<file path="config.mk">
export PLATFORM = sky130hd
export DESIGN_NAME = tpg_top
export DESIGN_NICKNAME = d
export VERILOG_FILES = /design/src/rtl/tpg_pkg.sv /design/src/rtl/tpg_crc.sv /design/src/rtl/tpg_top.sv
export SDC_FILE = /design/constraint.sdc
export NUM_CORES = 1
export LEC_CHECK = 0
export CAP_MARGIN = 0
export CORE_MARGIN = 10
export CORE_UTILIZATION = 60
export CTS_CLUSTER_DIAMETER = 60
export DETAILED_ROUTE_END_ITERATION = 10
export DONT_BUFFER_PORTS = 1
export GPL_TIMING_DRIVEN = 0
export PLACE_DENSITY = 0.8
export SLEW_MARGIN = 25
export SYNTH_ARGS = -nofsm -noshare
export SYNTH_HDL_FRONTEND = slang
export SYNTH_SLANG_ARGS = --single-unit
</file>
<file path="constraint.sdc">
create_clock -name ref_clk_in -period 3.9 [get_ports ref_clk_in]
set_input_delay 0.585 -clock ref_clk_in [delete_from_list [all_inputs] [get_ports ref_clk_in]]
set_output_delay 0.585 -clock ref_clk_in [all_outputs]
set_load 0.005 [all_outputs]
</file>
<file path="src/rtl/tpg_pkg.sv">
// package for the test frame generator: register map, fields, timing
package tpg_pkg;
	// register indices (5-bit management address)
	localparam logic [4:0] TPG_REG_CONTROL = 5'h1D;
	localparam logic [4:0] TPG_REG_PATTERN = 5'h1E;
	localparam logic [4:0] TPG_REG_PAGE = 5'h1F;
	localparam logic [4:0] TPG_REG_STATUS = 5'h1C;
	localparam logic [4:0] TPG_PAGED_LO = 5'h10;
	localparam logic [15:0] TPG_PAGE_MAIN = 16'h0000;
	localparam logic [15:0] TPG_PAGE_EXT1 = 16'h0001;
	localparam logic [15:0] TPG_PAGE_EXT2 = 16'h0002;
	// control field positions
	localparam int TPG_BIT_ENABLE = 15;
	localparam int TPG_BIT_RUN = 14;
	// reset values
	localparam logic [15:0] TPG_CONTROL_RST = 16'h0040;
	localparam logic [15:0] TPG_PATTERN_RST = 16'h0000;
	// frame lengths in bytes, including fcs
	localparam logic [13:0] TPG_LEN_125 = 14'h007D;
	localparam logic [13:0] TPG_LEN_64 = 14'h0040;
	localparam logic [13:0] TPG_LEN_1518 = 14'h05EE;
	localparam logic [13:0] TPG_LEN_JUMBO = 14'h2710;
	// frame counts
	localparam logic [24:0] TPG_BURST_FRAMES = 25'h1C9C380;
	localparam logic [13:0] TPG_BLOCK_FRAMES = 14'h2710;
	// frame layout
	localparam logic [3:0] TPG_PREAMBLE_BYTES = 4'h7;
	localparam logic [7:0] TPG_PREAMBLE = 8'h55;
	localparam logic [7:0] TPG_SFD = 8'hD5;
	localparam logic [13:0] TPG_HDR_BYTES = 14'h000C;
	localparam logic [13:0] TPG_FCS_BYTES = 14'h0004;
	localparam logic [31:0] TPG_CRC_POLY = 32'hEDB88320;
	localparam logic [31:0] TPG_CRC_INIT = 32'hFFFFFFFF;
	localparam logic [31:0] TPG_CRC_BAD = 32'h0000FFFF;
	localparam logic [15:0] TPG_LFSR_SEED = 16'hACE1;
	// gaps
	localparam int TPG_CLK_MHZ = 50;
	localparam int TPG_GAP_SHORT_NS = 96;
	localparam int TPG_GAP_LONG_NS = 8192;
	localparam logic [8:0] TPG_GAP_SHORT_CYC = 9'((TPG_GAP_SHORT_NS * TPG_CLK_MHZ + 999) / 1000);
	localparam logic [8:0] TPG_GAP_LONG_CYC = 9'((TPG_GAP_LONG_NS * TPG_CLK_MHZ + 999) / 1000);

	// control register layout
	typedef struct packed {
		logic enable;
		logic run;
		logic continuous;
		logic [1:0] length_sel;
		logic long_gap;
		logic [3:0] dst_nibble;
		logic [3:0] src_nibble;
		logic random_payload;
		logic bad_fcs;
	} tpg_ctrl_t;

	// media-side byte stream
	typedef struct packed {
		logic valid;
		logic [7:0] data;
		logic sof;
		logic eof;
	} tpg_byte_t;
endpackage

</file>
<file path="src/rtl/tpg_crc.sv">
// byte-wide running crc-32 for the frame check sequence
`timescale 1ns/10ps
module tpg_crc (
	// clock and reset
	input wire logic ref_clk_in,
	input wire logic rst_n_in,
	// control
	input wire logic init_in,
	input wire logic step_in,
	input wire logic [7:0] data_in,
	// result
	output logic [31:0] crc_out
);
	logic [31:0] crc_r;
	logic [31:0] crc_nxt;

	always_comb
	begin
		crc_nxt = crc_r;
		for (int i = 0; i < 8; i++)
		begin
			if (crc_nxt[0] ^ data_in[i])
				crc_nxt = (crc_nxt >> 1) ^ tpg_pkg::TPG_CRC_POLY;
			else
				crc_nxt = crc_nxt >> 1;
		end
	end

	always_ff @(posedge ref_clk_in or negedge rst_n_in)
	begin
		if (!rst_n_in)
			crc_r <= tpg_pkg::TPG_CRC_INIT;
		else if (init_in)
			crc_r <= tpg_pkg::TPG_CRC_INIT;
		else if (step_in)
			crc_r <= crc_nxt;
	end

	assign crc_out = crc_r;
endmodule

</file>
<file path="src/rtl/tpg_top.sv">
// test frame generator with its management registers and page select
// How it works
// - frames go out only while enable and run are both set; clearing run stops.
// - duration 0 sends thirty million frames then stops; 1 runs in blocks.
// - continuous turned off mid-run finishes the current ten-thousand-frame block.
// - length field picks 125, 64, 1518 or 10000 byte frames; default 125.
// - gap bit picks 8192 ns or 96 ns idle between frames.
// - destination is all ones with low nibble from its field, default 0001.
// - source is all ones with low nibble from its field, default 0000.
// - payload type picks random payload or the fixed pattern; resets to 0.
// - fcs bit picks a corrupted or a correct check sequence on every frame.
// - pattern register holds 16 bits, reset zero, repeated through fixed payload.
// - control bits 12..0 changed while running apply only after run or enable toggles.
// - pattern changes while running apply only after run or enable toggles.
// - writing 0x0002 to register 31 maps registers 16..30 onto page 2.
// - registers 0..15 always reach the standard space, whatever the page.
// - writing 0x0001 to register 31 returns 16..30 to the main space; 0x0000 maps them nowhere.
`timescale 1ns/10ps
module tpg_top (
	// clock and reset
	input wire logic ref_clk_in,
	input wire logic rst_n_in,
	// management port
	input wire logic [4:0] reg_addr_in,
	input wire logic [15:0] reg_wdata_in,
	input wire logic reg_wr_in,
	input wire logic reg_rd_in,
	output logic [15:0] reg_rdata_out,
	// page state and forwarded access to other register sets
	output logic [15:0] page_out,
	output logic ext_page_hit_out,
	// media-side byte stream
	output tpg_pkg::tpg_byte_t tx_out,
	output logic busy_out
);
	typedef enum logic [2:0] {TPG_IDLE, TPG_PRE, TPG_HDR, TPG_PAY, TPG_FCS, TPG_GAP} tpg_state_t;

	logic [15:0] control_r;
	logic [15:0] pattern_r;
	logic [15:0] page_r;
	logic [15:0] reg_rdata_r;
	logic ext_hit_r;
	tpg_pkg::tpg_ctrl_t live_r;
	logic [15:0] live_pat_r;
	logic run_d_r;
	tpg_state_t state_r;
	logic [13:0] byte_cnt_r;
	logic [8:0] gap_cnt_r;
	logic [24:0] frame_cnt_r;
	logic [13:0] block_cnt_r;
	logic [15:0] lfsr_r;
	logic [1:0] fcs_idx_r;
	logic done_r;
	tpg_pkg::tpg_byte_t tx_r;
	logic crc_init;
	logic crc_step;
	logic [31:0] crc_val;
	logic [31:0] fcs_word;
	logic [7:0] hdr_byte;
	logic [7:0] pay_byte;
	logic [13:0] pay_len;
	logic [13:0] frame_len;
	logic wr_hit_main;
	logic rd_main;
	logic go;
	logic start;
	logic frame_end;
	logic stop_now;
	tpg_pkg::tpg_ctrl_t ctrl;

	assign ctrl = control_r;
	// only the page selector decides whether 16..30 reach this block
	assign rd_main = (reg_addr_in < tpg_pkg::TPG_PAGED_LO) || (page_r == tpg_pkg::TPG_PAGE_EXT1);
	assign wr_hit_main = reg_wr_in && rd_main;

	// page select
	always_ff @(posedge ref_clk_in or negedge rst_n_in)
	begin
		if (!rst_n_in)
			page_r <= tpg_pkg::TPG_PAGE_MAIN;
		else if (reg_wr_in && reg_addr_in == tpg_pkg::TPG_REG_PAGE)
			page_r <= reg_wdata_in;
	end

	// forwarded page-2 hit flag for the neighbouring register set
	always_ff @(posedge ref_clk_in or negedge rst_n_in)
	begin
		if (!rst_n_in)
			ext_hit_r <= 1'b0;
		else
			ext_hit_r <= (reg_wr_in || reg_rd_in) && reg_addr_in >= tpg_pkg::TPG_PAGED_LO
				&& reg_addr_in != tpg_pkg::TPG_REG_PAGE
				&& page_r == tpg_pkg::TPG_PAGE_EXT2;
	end

	// software registers
	always_ff @(posedge ref_clk_in or negedge rst_n_in)
	begin
		if (!rst_n_in)
		begin
			control_r <= tpg_pkg::TPG_CONTROL_RST;
			pattern_r <= tpg_pkg::TPG_PATTERN_RST;
		end
		else
		begin
			// a pattern write must not swallow the self-stop of the same cycle
			if (wr_hit_main && reg_addr_in == tpg_pkg::TPG_REG_CONTROL)
				control_r <= reg_wdata_in;
			else if (done_r)
				control_r[tpg_pkg::TPG_BIT_RUN] <= 1'b0; // self-stop shows as run cleared
			if (wr_hit_main && reg_addr_in == tpg_pkg::TPG_REG_PATTERN)
				pattern_r <= reg_wdata_in;
		end
	end

	// read path, one cycle latency
	always_ff @(posedge ref_clk_in or negedge rst_n_in)
	begin
		if (!rst_n_in)
			reg_rdata_r <= 16'h0000;
		else if (reg_rd_in)
		begin
			if (reg_addr_in == tpg_pkg::TPG_REG_PAGE)
				reg_rdata_r <= page_r;
			else if (!rd_main)
				reg_rdata_r <= 16'h0000;
			else if (reg_addr_in == tpg_pkg::TPG_REG_CONTROL)
				reg_rdata_r <= control_r;
			else if (reg_addr_in == tpg_pkg::TPG_REG_PATTERN)
				reg_rdata_r <= pattern_r;
			else if (reg_addr_in == tpg_pkg::TPG_REG_STATUS)
				reg_rdata_r <= {(state_r != TPG_IDLE), frame_cnt_r[14:0]};
			else
				reg_rdata_r <= 16'h0000;
		end
		else
			reg_rdata_r <= 16'h0000;
	end

	assign go = ctrl.enable && ctrl.run;
	assign start = go && !run_d_r;

	// settings are snapshotted at each rising edge of enable and run both set
	always_ff @(posedge ref_clk_in or negedge rst_n_in)
	begin
		if (!rst_n_in)
		begin
			live_r <= tpg_pkg::TPG_CONTROL_RST;
			live_pat_r <= tpg_pkg::TPG_PATTERN_RST;
			run_d_r <= 1'b0;
		end
		else
		begin
			run_d_r <= go;
			if (start)
			begin
				live_r <= control_r;
				live_pat_r <= pattern_r;
			end
		end
	end

	always_comb
	begin
		unique case (live_r.length_sel)
			2'b00: frame_len = tpg_pkg::TPG_LEN_125;
			2'b01: frame_len = tpg_pkg::TPG_LEN_64;
			2'b10: frame_len = tpg_pkg::TPG_LEN_1518;
			2'b11: frame_len = tpg_pkg::TPG_LEN_JUMBO;
		endcase
	end
	assign pay_len = frame_len - tpg_pkg::TPG_HDR_BYTES - tpg_pkg::TPG_FCS_BYTES;

	// header: destination six bytes then source, all ones but the low nibble
	always_comb
	begin
		if (byte_cnt_r == 14'h0005)
			hdr_byte = {4'hF, live_r.dst_nibble};
		else if (byte_cnt_r == 14'h000B)
			hdr_byte = {4'hF, live_r.src_nibble};
		else
			hdr_byte = 8'hFF;
	end

	// type bit set gives random bytes, clear gives the pattern, high byte first
	assign pay_byte = live_r.random_payload ? lfsr_r[7:0]
		: (byte_cnt_r[0] ? live_pat_r[7:0] : live_pat_r[15:8]);

	// fcs bytes, least significant first; corrupted by flipping the low half
	assign fcs_word = ~crc_val ^ (live_r.bad_fcs ? tpg_pkg::TPG_CRC_BAD : 32'h00000000);

	assign frame_end = state_r == TPG_FCS && fcs_idx_r == 2'h3;
	// burst stops at its total; continuous switched off is the one live bit,
	// and it only ends the run at the next block mark
	assign stop_now = (!live_r.continuous
		&& frame_cnt_r + 25'h0000001 == tpg_pkg::TPG_BURST_FRAMES)
		|| (live_r.continuous && !ctrl.continuous
		&& block_cnt_r + 14'h0001 == tpg_pkg::TPG_BLOCK_FRAMES);

	assign crc_init = state_r == TPG_PRE;
	assign crc_step = state_r == TPG_HDR || state_r == TPG_PAY;

	tpg_crc u_crc (
		.ref_clk_in(ref_clk_in),
		.rst_n_in(rst_n_in),
		.init_in(crc_init),
		.step_in(crc_step),
		.data_in(state_r == TPG_HDR ? hdr_byte : pay_byte),
		.crc_out(crc_val)
	);

	// frame sequencer
	always_ff @(posedge ref_clk_in or negedge rst_n_in)
	begin
		if (!rst_n_in)
		begin
			state_r <= TPG_IDLE;
			byte_cnt_r <= 14'h0000;
			gap_cnt_r <= 9'h000;
			fcs_idx_r <= 2'h0;
			done_r <= 1'b0;
		end
		else
		begin
			done_r <= 1'b0;
			if (!go || start)
			begin
				state_r <= go ? TPG_PRE : TPG_IDLE;
				byte_cnt_r <= 14'h0000;
				fcs_idx_r <= 2'h0;
			end
			else
			begin
				unique case (state_r)
					TPG_IDLE: ;
					TPG_PRE:
					begin
						byte_cnt_r <= byte_cnt_r + 14'h0001;
						if (byte_cnt_r == 14'(tpg_pkg::TPG_PREAMBLE_BYTES))
						begin
							state_r <= TPG_HDR;
							byte_cnt_r <= 14'h0000;
						end
					end
					TPG_HDR:
					begin
						byte_cnt_r <= byte_cnt_r + 14'h0001;
						if (byte_cnt_r == tpg_pkg::TPG_HDR_BYTES - 14'h0001)
						begin
							state_r <= TPG_PAY;
							byte_cnt_r <= 14'h0000;
						end
					end
					TPG_PAY:
					begin
						byte_cnt_r <= byte_cnt_r + 14'h0001;
						if (byte_cnt_r == pay_len - 14'h0001)
							state_r <= TPG_FCS;
					end
					TPG_FCS:
					begin
						fcs_idx_r <= fcs_idx_r + 2'h1;
						if (frame_end)
						begin
							state_r <= TPG_GAP;
							gap_cnt_r <= live_r.long_gap ? tpg_pkg::TPG_GAP_LONG_CYC
								: tpg_pkg::TPG_GAP_SHORT_CYC;
							if (stop_now)
							begin
								state_r <= TPG_IDLE;
								done_r <= 1'b1;
							end
						end
					end
					TPG_GAP:
					begin
						gap_cnt_r <= gap_cnt_r - 9'h001;
						if (gap_cnt_r == 9'h001)
						begin
							state_r <= TPG_PRE;
							byte_cnt_r <= 14'h0000;
						end
					end
				endcase
			end
		end
	end

	// frame counters and random payload source
	always_ff @(posedge ref_clk_in or negedge rst_n_in)
	begin
		if (!rst_n_in)
		begin
			frame_cnt_r <= 25'h0000000;
			block_cnt_r <= 14'h0000;
			lfsr_r <= tpg_pkg::TPG_LFSR_SEED;
		end
		else if (start)
		begin
			frame_cnt_r <= 25'h0000000;
			block_cnt_r <= 14'h0000;
			lfsr_r <= tpg_pkg::TPG_LFSR_SEED;
		end
		else
		begin
			if (frame_end)
			begin
				// wraps so a continuous run never saturates
				frame_cnt_r <= frame_cnt_r + 25'h0000001;
				block_cnt_r <= (block_cnt_r + 14'h0001 == tpg_pkg::TPG_BLOCK_FRAMES) ?
					14'h0000 : block_cnt_r + 14'h0001;
			end
			if (state_r == TPG_PAY)
				lfsr_r <= {lfsr_r[14:0], lfsr_r[15] ^ lfsr_r[13] ^ lfsr_r[12] ^ lfsr_r[10]};
		end
	end

	// output byte register
	always_ff @(posedge ref_clk_in or negedge rst_n_in)
	begin
		if (!rst_n_in)
			tx_r <= '0;
		else
		begin
			tx_r <= '0;
			if (go && !start)
			begin
				unique case (state_r)
					TPG_PRE:
					begin
						tx_r.valid <= 1'b1;
						tx_r.sof <= byte_cnt_r == 14'h0000;
						tx_r.data <= (byte_cnt_r == 14'(tpg_pkg::TPG_PREAMBLE_BYTES)) ?
							tpg_pkg::TPG_SFD : tpg_pkg::TPG_PREAMBLE;
					end
					TPG_HDR:
					begin
						tx_r.valid <= 1'b1;
						tx_r.data <= hdr_byte;
					end
					TPG_PAY:
					begin
						tx_r.valid <= 1'b1;
						tx_r.data <= pay_byte;
					end
					TPG_FCS:
					begin
						tx_r.valid <= 1'b1;
						tx_r.eof <= frame_end;
						tx_r.data <= fcs_word[8 * fcs_idx_r +: 8];
					end
					default: ;
				endcase
			end
		end
	end

	assign reg_rdata_out = reg_rdata_r;
	assign page_out = page_r;
	assign ext_page_hit_out = ext_hit_r;
	assign tx_out = tx_r;
	assign busy_out = run_d_r;
endmodule

</file>
==> results.tsv, run 1 <==
metric	value	unit
outcome	finished, violations left	
violations	negative hold slack	
layout_commonest_cell	nand2_1	
critPathTopFamily	XOR/XNOR gates	
hold_viol	203	
arrival	4.13	ns
power.density	631	nW/um^2
h-tree-depth	1	
core_area	20200	sq um
io_pins	70	
cts_tree	yes	
hold_class	in2async	
layout_common_cells	213 x nand2_1, 181 x dfrtp_1, 105 x nor2_1	
overflow	0	
crit_chain	nor4_2, nand4_1, o22ai_1, o21ai_2, xor2_2, xor2_1, xor2_2, mux2i_1, a211o_1	
worst_slew_pin_slew	0.970	ns
dieArea	26700	sq um
final-setup-viol-count	0	
intPower	5680	uW
final_antenna_net_count	0	
synth_area_per_cell	9.34	sq um
drcViolationCount	0	
drt_iter0_drc	1198	
clockBufferDepth	3	
fin_tns_setup	0	ns
seqPwrFrac	37.3	%
r2r_start	byte_cnt_r[9]$_DFFE_PN0P_	
p_leak	0.00567	uW
cp-end-kind	flop	
dp_hpwl	22800	um
ys_types	71	
cp.required	4.39	ns
finClkSkew	0.0139	ns
grt_pass1_vias	9825	
drv_slew	0	
cts_setup_buffers	0	
syn2layout_area_growth	9.58	%
fillerInstances	1552	
routed_wl	32800	um
max_stage_delay	0.53	ns
grt_max_degree	224	
io_buffers	0	
track_usage	24.3	%
netlist_instances	1324	
syn_area	12400	sq um
die_x	164	um
layout_min_cycle_time	3.64	ns
path_class	reg2reg	
power	8560	uW
switching_power	2870	uW
drv_cap	0	
start_kind	flop	
drive_above_1_share	12.6	%
synthArstFlopShare	100	%
reg2reg_depth	9	
gp_congestion	0.991	
yosys_most_used_dff	dfrtp_1	
path_clk_slew	0.07	ns
cp_num_buf_inv	0	
whs	-0.257	ns
max_freq	0.275	GHz
slew_headroom	34.7	%
critPathSlowestCell	xor2_1	
timing.rr.end	u_crc.crc_out[26]$_DFFE_PN1P_	
r2r_setup_slack	0.26	ns
row_count	52	
synth_warnings	0	
path_common_cell	xor2_2	
swShare	33.6	%
syn_nets	1360	
rsz0062_at_grt	no	
ir_drop	0.421	mV
cts_root_buffer	clkbuf_16	
start_util	61.1	%
wl_per_cell	20.0	um
chipHeight	164	um
cts_made_buffers	25	
min_period_over_period	93.3	%
vias_per_cell	6.20	
antenna_found_initial	1	
cts.sinks	223	
vias	10175	
fin_nets	1387	
synth-seq-cells	223	
grt_pass1_wl	53400	um
ys_seq_area_share	45.6	%
synth-edff-count	0	
cp_max_fo	7	
power.share.clock	28.0	%
dr.pass1.iters	5	
ctsResizeCount	0	
insertion_delay	0.54	ns
power_frac_comb	34.7	%
==> cells by family after synthesis <==
logic type,share of synthesized area [%]
AO/OA/AOI/OAI,13.9
XOR/XNOR,9.50
adder cells (fa/ha/maj),1.11
buffers and inverters,3.36
flip-flops,45.6
multiplexers,6.30
AND/OR/NAND/NOR,20.3
==> metrics by stage <==
step                      area (sq um)  std cells  setup WS (ns)  hold slack (ns)  utilization [%]
after detailed placement         12700       1594          0.394            0.308             62.8
after CTS                        13500       1640          0.377           -0.268             66.9
after global routing             13500       1641          0.169           -0.278             67.0
after floorplan                  12400       1324           1.22            0.289                -
final                            13500       1641          0.261           -0.257             67.0
after global placement           12700       1594          0.623            0.308             62.8
==> worst max-delay path by stage <==
stage | depth (start not counted) | from | slack [ns] | end
2_1_floorplan | 10 | state_r[2]$_DFFE_PN0P_ | 1.22 | u_crc.crc_out[4]$_DFFE_PN1P_
3_3_place_gp | 6 | page_out[2]$_DFFE_PN0P_ | 0.62 | control_r[11]$_DFFE_PN0P_
3_5_place_dp | 9 | byte_cnt_r[9]$_DFFE_PN0P_ | 0.39 | u_crc.crc_out[26]$_DFFE_PN1P_
4_1_cts | 9 | byte_cnt_r[9]$_DFFE_PN0P_ | 0.38 | u_crc.crc_out[26]$_DFFE_PN1P_
5_1_grt | 11 | byte_cnt_r[1]$_DFFE_PN0P_ | 0.17 | u_crc.crc_out[5]$_DFFE_PN1P_
6_report | 9 | byte_cnt_r[9]$_DFFE_PN0P_ | 0.26 | u_crc.crc_out[26]$_DFFE_PN1P_
==> cell usage after synthesis, drive strengths merged (13+ instances only) <==
library cell  count  area [sq um]
o21ai           107           539
nor3             20           100
xor2             43           459
dfrtp           181          4530
nand2b           13          81.3
mux2i            25           250
nor2            105           394
nand2           213           800
a22oi            32           240
buf              19           104
nand4            19           119
clkbuf           59           221
nand3            57           285
nor2b            29           181
or3              18           113
mux2             47           529
inv              23          86.3
dfstp            42          1100
a21oi            60           300
xnor2            62           626
o31ai            15           126
==> metal layers <==
| layer | share of wire [%] | up-vias | GRT usage, % |
|---|---|---|---|
| met3 | 8.0 | 76 | 4.66 |
| met1 | 42 | 4996 | 32.5 |
| met5 | 0 | - | 0 |
| met4 | 2.7 | 0 | 6.99 |
| met2 | 48 | 411 | 39.5 |
| li1 | - | 4692 | - |
==> registers in the layout (all words and copies together), names as in the netlist, 16 cells and up <==
signal,flops
pattern_r,16
u_crc.crc_out,32
page_out,16
control_r,16
lfsr_r,16
live_pat_r,16
reg_rdata_out,16
frame_cnt_r,25
==> layout make-up <==
type | count | area [sq um] | share of cell area [%]
clock buffers | 36 | 707 | 5.22
diodes | 1 | 2.50 | 0.0185
flip-flops and latches | 223 | 5630 | 41.6
multi-input cells | 999 | 6320 | 46.7
inverters | 24 | 90.1 | 0.665
well taps | 270 | 338 | 2.49
plain buffers | 78 | 325 | 2.40
clock inverters | 10 | 133 | 0.979
==> power by group through the flow <==
stage | clock network, uW | logic [uW] | registers, uW
3_3_place_gp | 0 | 2840 | 3190
4_1_cts | 2420 | 2960 | 3180
5_1_grt | 2520 | 3230 | 3230
3_5_place_dp | 0 | 2940 | 3210
6_report | 2400 | 2970 | 3190
2_1_floorplan | 0 | 2510 | 3080
Power figures use the tool's default switching activity.
==> run 2, diff against run 1 <==
- CTS_CLUSTER_SIZE: default -> 12
- PLACE_DENSITY: 0.8 -> 0.76
==> run 2 against run 1 <==
- the run still ends with negative hold slack left
- hold slack better by 0.020 ns
- register-to-register slack improved by 0.14 ns
- worst setup slack better by 0.14 ns
- maximum frequency increased by 4.1%
- critical path depth rose by 1
- via count fell by 1.0%
- clock power is 14% lower
==> results.tsv, run 2 (synthesized netlist as in run 1, its figures left out) <==
metric	value	unit
p_leak	0.00559	uW
drv_cap	0	
rsz0062_at_grt	no	
cp.required	4.36	ns
power.density	618	nW/um^2
cp_max_fo	6	
drcViolationCount	0	
syn2layout_area_growth	8.28	%
min_period_over_period	89.6	%
outcome	finished, violations left	
ctsResizeCount	0	
path_common_cell	xor2_2	
swShare	34.6	%
power_frac_comb	36.4	%
cts.sinks	223	
row_count	52	
cp-end-kind	flop	
final_antenna_net_count	0	
switching_power	2860	uW
layout_commonest_cell	nand2_1	
insertedDiodeCount	0	
slew_headroom	44.2	%
layout_common_cells	213 x nand2_1, 181 x dfrtp_1, 105 x nor2_1	
reg2reg_depth	10	
clockBufferDepth	3	
gp_congestion	0.954	
fillerInstances	1613	
core_area	20200	sq um
start_kind	flop	
finClkSkew	0.0112	ns
worst_slew_pin_slew	0.837	ns
grt_max_degree	224	
drv_slew	0	
cts_made_buffers	23	
critPathSlowestCell	xor2_1	
worst-path-stages	10	
ir_drop	0.443	mV
io_buffers	0	
pre_cts_slack	0.501	ns
seqPwrFrac	38.6	%
drt_iter0_drc	833	
max_freq	0.286	GHz
vias	10071	
violations	negative hold slack	
fin_tns_setup	0	ns
routed_wl	32300	um
hold_viol	181	
drive_above_1_share	11.8	%
arrival	3.96	ns
grt_pass1_vias	9649	
h-tree-depth	1	
max_stage_delay	0.50	ns
intPower	5410	uW
wl_per_cell	19.8	um
start_util	61.1	%
chipHeight	164	um
cts_root_buffer	clkbuf_16	
r2r_setup_slack	0.41	ns
cts_setup_buffers	0	
final-setup-viol-count	0	
whs	-0.237	ns
layout_min_cycle_time	3.49	ns
critPathTopFamily	XOR/XNOR gates	
insertion_delay	0.53	ns
die_x	164	um
cts_tree	yes	
io_pins	70	
layout_setup_ws	0.405	ns
overflow	0	
crit_chain	ha_1, nor4b_1, nand4_1, o22ai_1, o21ai_2, xor2_2, xor2_1, xor2_2, mux2i_1, a211o_1	
path_class	reg2reg	
vias_per_cell	6.16	
utilization	66.2	%
grt_pass1_wl	51700	um
largest_register_ffs	32	
dieArea	26700	sq um
power.share.clock	25.0	%
cp_num_buf_inv	0	
dp_hpwl	22700	um
fin_nets	1385	
antenna_found_initial	0	
path_clk_slew	0.07	ns
hold_class	in2async	
track_usage	23.6	%
dr.pass1.iters	5	
-- run 2: cell count changes in the layout (fill, tap and decap cells not counted), sizes merged --
cell	previous run	this run
bufinv	2	0
clkinv	7	2
diode	1	0
clkbuf	95	97
inv	24	25
-- run 2: routing by layer --
metal	global-route usage [%]	vias up	part of all wire (%)
met3	4.76	66	7.2
met1	31.2	4944	43
li1	-	4679	-
met4	6.86	0	2.7
met5	0	-	0
met2	38.5	382	47
-- run 2: final cells by class --
type                       count  area [sq um]  share of cell area (%)
buffer                        78           325                    2.43
sequential                   223          5630                    42.1
tap                          270           338                    2.52
multi-input combinational    999          6320                    47.2
clock buffer                  38           642                    4.79
clock inverter                 4          38.8                   0.290
inverter                      24          90.1                   0.673
-- run 2: stage by stage --
step / instance area, sq um / total power (uW) / std cells
finish: 13400 / 8270 / 1636
global route: 13400 / 8650 / 1636
CTS: 13400 / 8270 / 1636
detailed placement: 12700 / 6170 / 1594
global placement: 12700 / 6090 / 1594
floorplan: 12400 / 5590 / 1324
-- run 2: power by group through the flow --
stage | sequential (uW) | combinational [uW] | clock, uW
after CTS | 3180 | 2990 | 2100
after global placement | 3200 | 2880 | 0
after detailed placement | 3210 | 2960 | 0
after floorplan | 3080 | 2510 | 0
after global routing | 3230 | 3240 | 2180
final | 3190 | 3010 | 2070
-- run 2: path summary, 6_finish.rpt --
kind                                      startpoint                       endpoint
max reg2reg                byte_cnt_r[1]$_DFFE_PN0P_  u_crc.crc_out[26]$_DFFE_PN1P_
max in group asynchronous                   rst_n_in       gap_cnt_r[8]$_DFFE_PN0P_
max                        byte_cnt_r[1]$_DFFE_PN0P_  u_crc.crc_out[26]$_DFFE_PN1P_
min in group ref_clk_in                    reg_rd_in     reg_rdata_out[2]$_DFF_PN0_
min                                         rst_n_in       gap_cnt_r[3]$_DFFE_PN0P_
min reg2reg                live_pat_r[9]$_DFFE_PN0P_      live_pat_r[9]$_DFFE_PN0P_
==> run 3, diff against run 2 <==
- RECOVER_POWER: default -> 100
==> run 3 against run 2 <==
- the flow still finishes with violations (negative hold slack)
- utilization decreased by 0.35 points
- via count decreased by 0.62%
- critical endpoint is now u_crc.crc_out[21]$_DFFE_PN1P_
- largest cell class unchanged
- sequential share of layout area grew 0.23 points
- wire length increased by 0.15%
- hold slack barely moved
==> results.tsv, run 3 (synthesized netlist as in run 1, its figures left out) <==
metric	value	unit
outcome	finished, violations left	
violations	negative hold slack	
io_pins	70	
antenna_found_initial	0	
layout_common_cells	213 x nand2_1, 181 x dfrtp_1, 105 x nor2_1	
drive_above_1_share	11.2	%
worst_slew_pin_slew	1.01	ns
grt_pass1_vias	9649	
row_count	52	
layout_min_cycle_time	3.60	ns
cts.sinks	223	
final-setup-viol-count	0	
start_kind	flop	
max_stage_delay	0.71	ns
cp-end-kind	flop	
fin_nets	1385	
dieArea	26700	sq um
dr.pass1.iters	5	
r2r_start	byte_cnt_r[1]$_DFFE_PN0P_	
cts_root_buffer	clkbuf_16	
reg2reg_depth	11	
path_class	reg2reg	
insertion_delay	0.53	ns
gp_congestion	0.954	
critPathSlowestCell	xnor2_1	
slew_headroom	32.4	%
h-tree-depth	1	
ctsResizeCount	0	
drv_cap	0	
cts_made_buffers	23	
finClkSkew	0.0115	ns
die_x	164	um
largest_register_ffs	32	
r2r_setup_slack	0.30	ns
hold_viol	182	
chipHeight	164	um
cts_tree	yes	
critPathTopFamily	XOR/XNOR gates	
io_buffers	0	
cp.required	4.33	ns
final_antenna_net_count	0	
crit_chain	inv_1, ha_1, nor4b_1, nand4_1, nor2_1, o31ai_1, xor2_1, xnor2_1, xnor3_1, nor2_1, o21ai_1	
syn2layout_area_growth	7.70	%
dp_hpwl	22700	um
insertedDiodeCount	0	
path_common_cell	nor2_1	
cp_num_buf_inv	1	
path_clk_slew	0.06	ns
place_inst	1594	
vias_per_cell	6.12	
p_leak	0.00556	uW
timing.rr.end	u_crc.crc_out[21]$_DFFE_PN1P_	
vias	10009	
grt_pass1_wl	51700	um
arrival	4.03	ns
max_freq	0.278	GHz
drcViolationCount	0	
track_usage	23.6	%
cts_setup_buffers	0	
clockBufferDepth	3	
rsz0062_at_grt	no	
grt_max_degree	224	
drv_slew	0	
start_util	61.1	%
routed_wl	32400	um
ir_drop	0.431	mV
min_period_over_period	92.3	%
hold_class	in2async	
whs	-0.237	ns
wl_per_cell	19.8	um
drt_iter0_drc	914	
core_area	20200	sq um
overflow	0	
layout_commonest_cell	nand2_1	
cp_max_fo	6	
fin_tns_setup	0	ns
finalNonFillerCells	1636	
power.density	615	nW/um^2
==> run 3: cell count changes in the layout (fill, tap and decap cells not counted), sizes merged <==
cell | before | now
buf | 19 | 17
clkbuf | 97 | 99
==> run 3: cell type report <==
type | count | area, sq um
inverters | 24 | 90.1
multi-input cells | 999 | 6250
plain buffers | 78 | 325
fillers | 1630 | 6920
flip-flops and latches | 223 | 5630
clock buffers | 38 | 642
clock inverters | 4 | 38.8
well taps | 270 | 338
==> run 3: through the flow <==
step	power [uW]	setup WS, ns	util, %	instance area (sq um)	hold WS [ns]
5_1_grt	8560	0.139	65.8	13300	-0.259
4_1_cts	8270	0.533	66.1	13400	-0.252
6_report	8190	0.302	65.8	13300	-0.237
3_5_place_dp	6170	0.501	62.8	12700	0.307
3_3_place_gp	6090	0.608	62.8	12700	0.307
2_1_floorplan	5590	1.22	-	12400	0.289
==> run 3: report_power, final <==
part / internal (uW) / switching, uW
clock network: 1130 / 935
logic: 1430 / 1500
registers: 2800 / 388
total: 5360 / 2830
==> run 3: worst register-to-register path: stages, from the launching register on <==
cell and delay [ns]:
dfrtp_1 0.47, inv_1 0.12, ha_1 0.21, nor4b_1 0.14, nand4_1 0.19, nor2_1 0.10
o31ai_1 0.70, xor2_1 0.35, xnor2_1 0.71, xnor3_1 0.32, nor2_1 0.10, o21ai_1 0.08
==> run 3: how the worst max path moves through the flow <==
stage	startpoint	endpoint	slack, ns	cells after the start
after detailed placement	block_cnt_r[4]$_DFFE_PN0P_	block_cnt_r[2]$_DFFE_PN0P_	0.50	9
after floorplan	state_r[2]$_DFFE_PN0P_	u_crc.crc_out[4]$_DFFE_PN1P_	1.22	10
after CTS	block_cnt_r[4]$_DFFE_PN0P_	block_cnt_r[10]$_DFFE_PN0P_	0.53	9
final	byte_cnt_r[1]$_DFFE_PN0P_	u_crc.crc_out[21]$_DFFE_PN1P_	0.30	11
after global routing	byte_cnt_r[1]$_DFFE_PN0P_	u_crc.crc_out[21]$_DFFE_PN1P_	0.14	11
after global placement	block_cnt_r[4]$_DFFE_PN0P_	block_cnt_r[7]$_DFFE_PN0P_	0.61	9
==> run 3: metal layers <==
| metal | routed length (um) | vias up | global-route usage [%] | part of all wire [%] |
|---|---|---|---|---|
| li1 | - | 4678 | - | - |
| met1 | 13600 | 4865 | 31.2 | 42 |
| met2 | 15400 | 401 | 38.5 | 48 |
| met3 | 2570 | 65 | 4.76 | 7.9 |
| met4 | 801 | 0 | 6.86 | 2.5 |
| met5 | 0 | - | 0 | 0 |
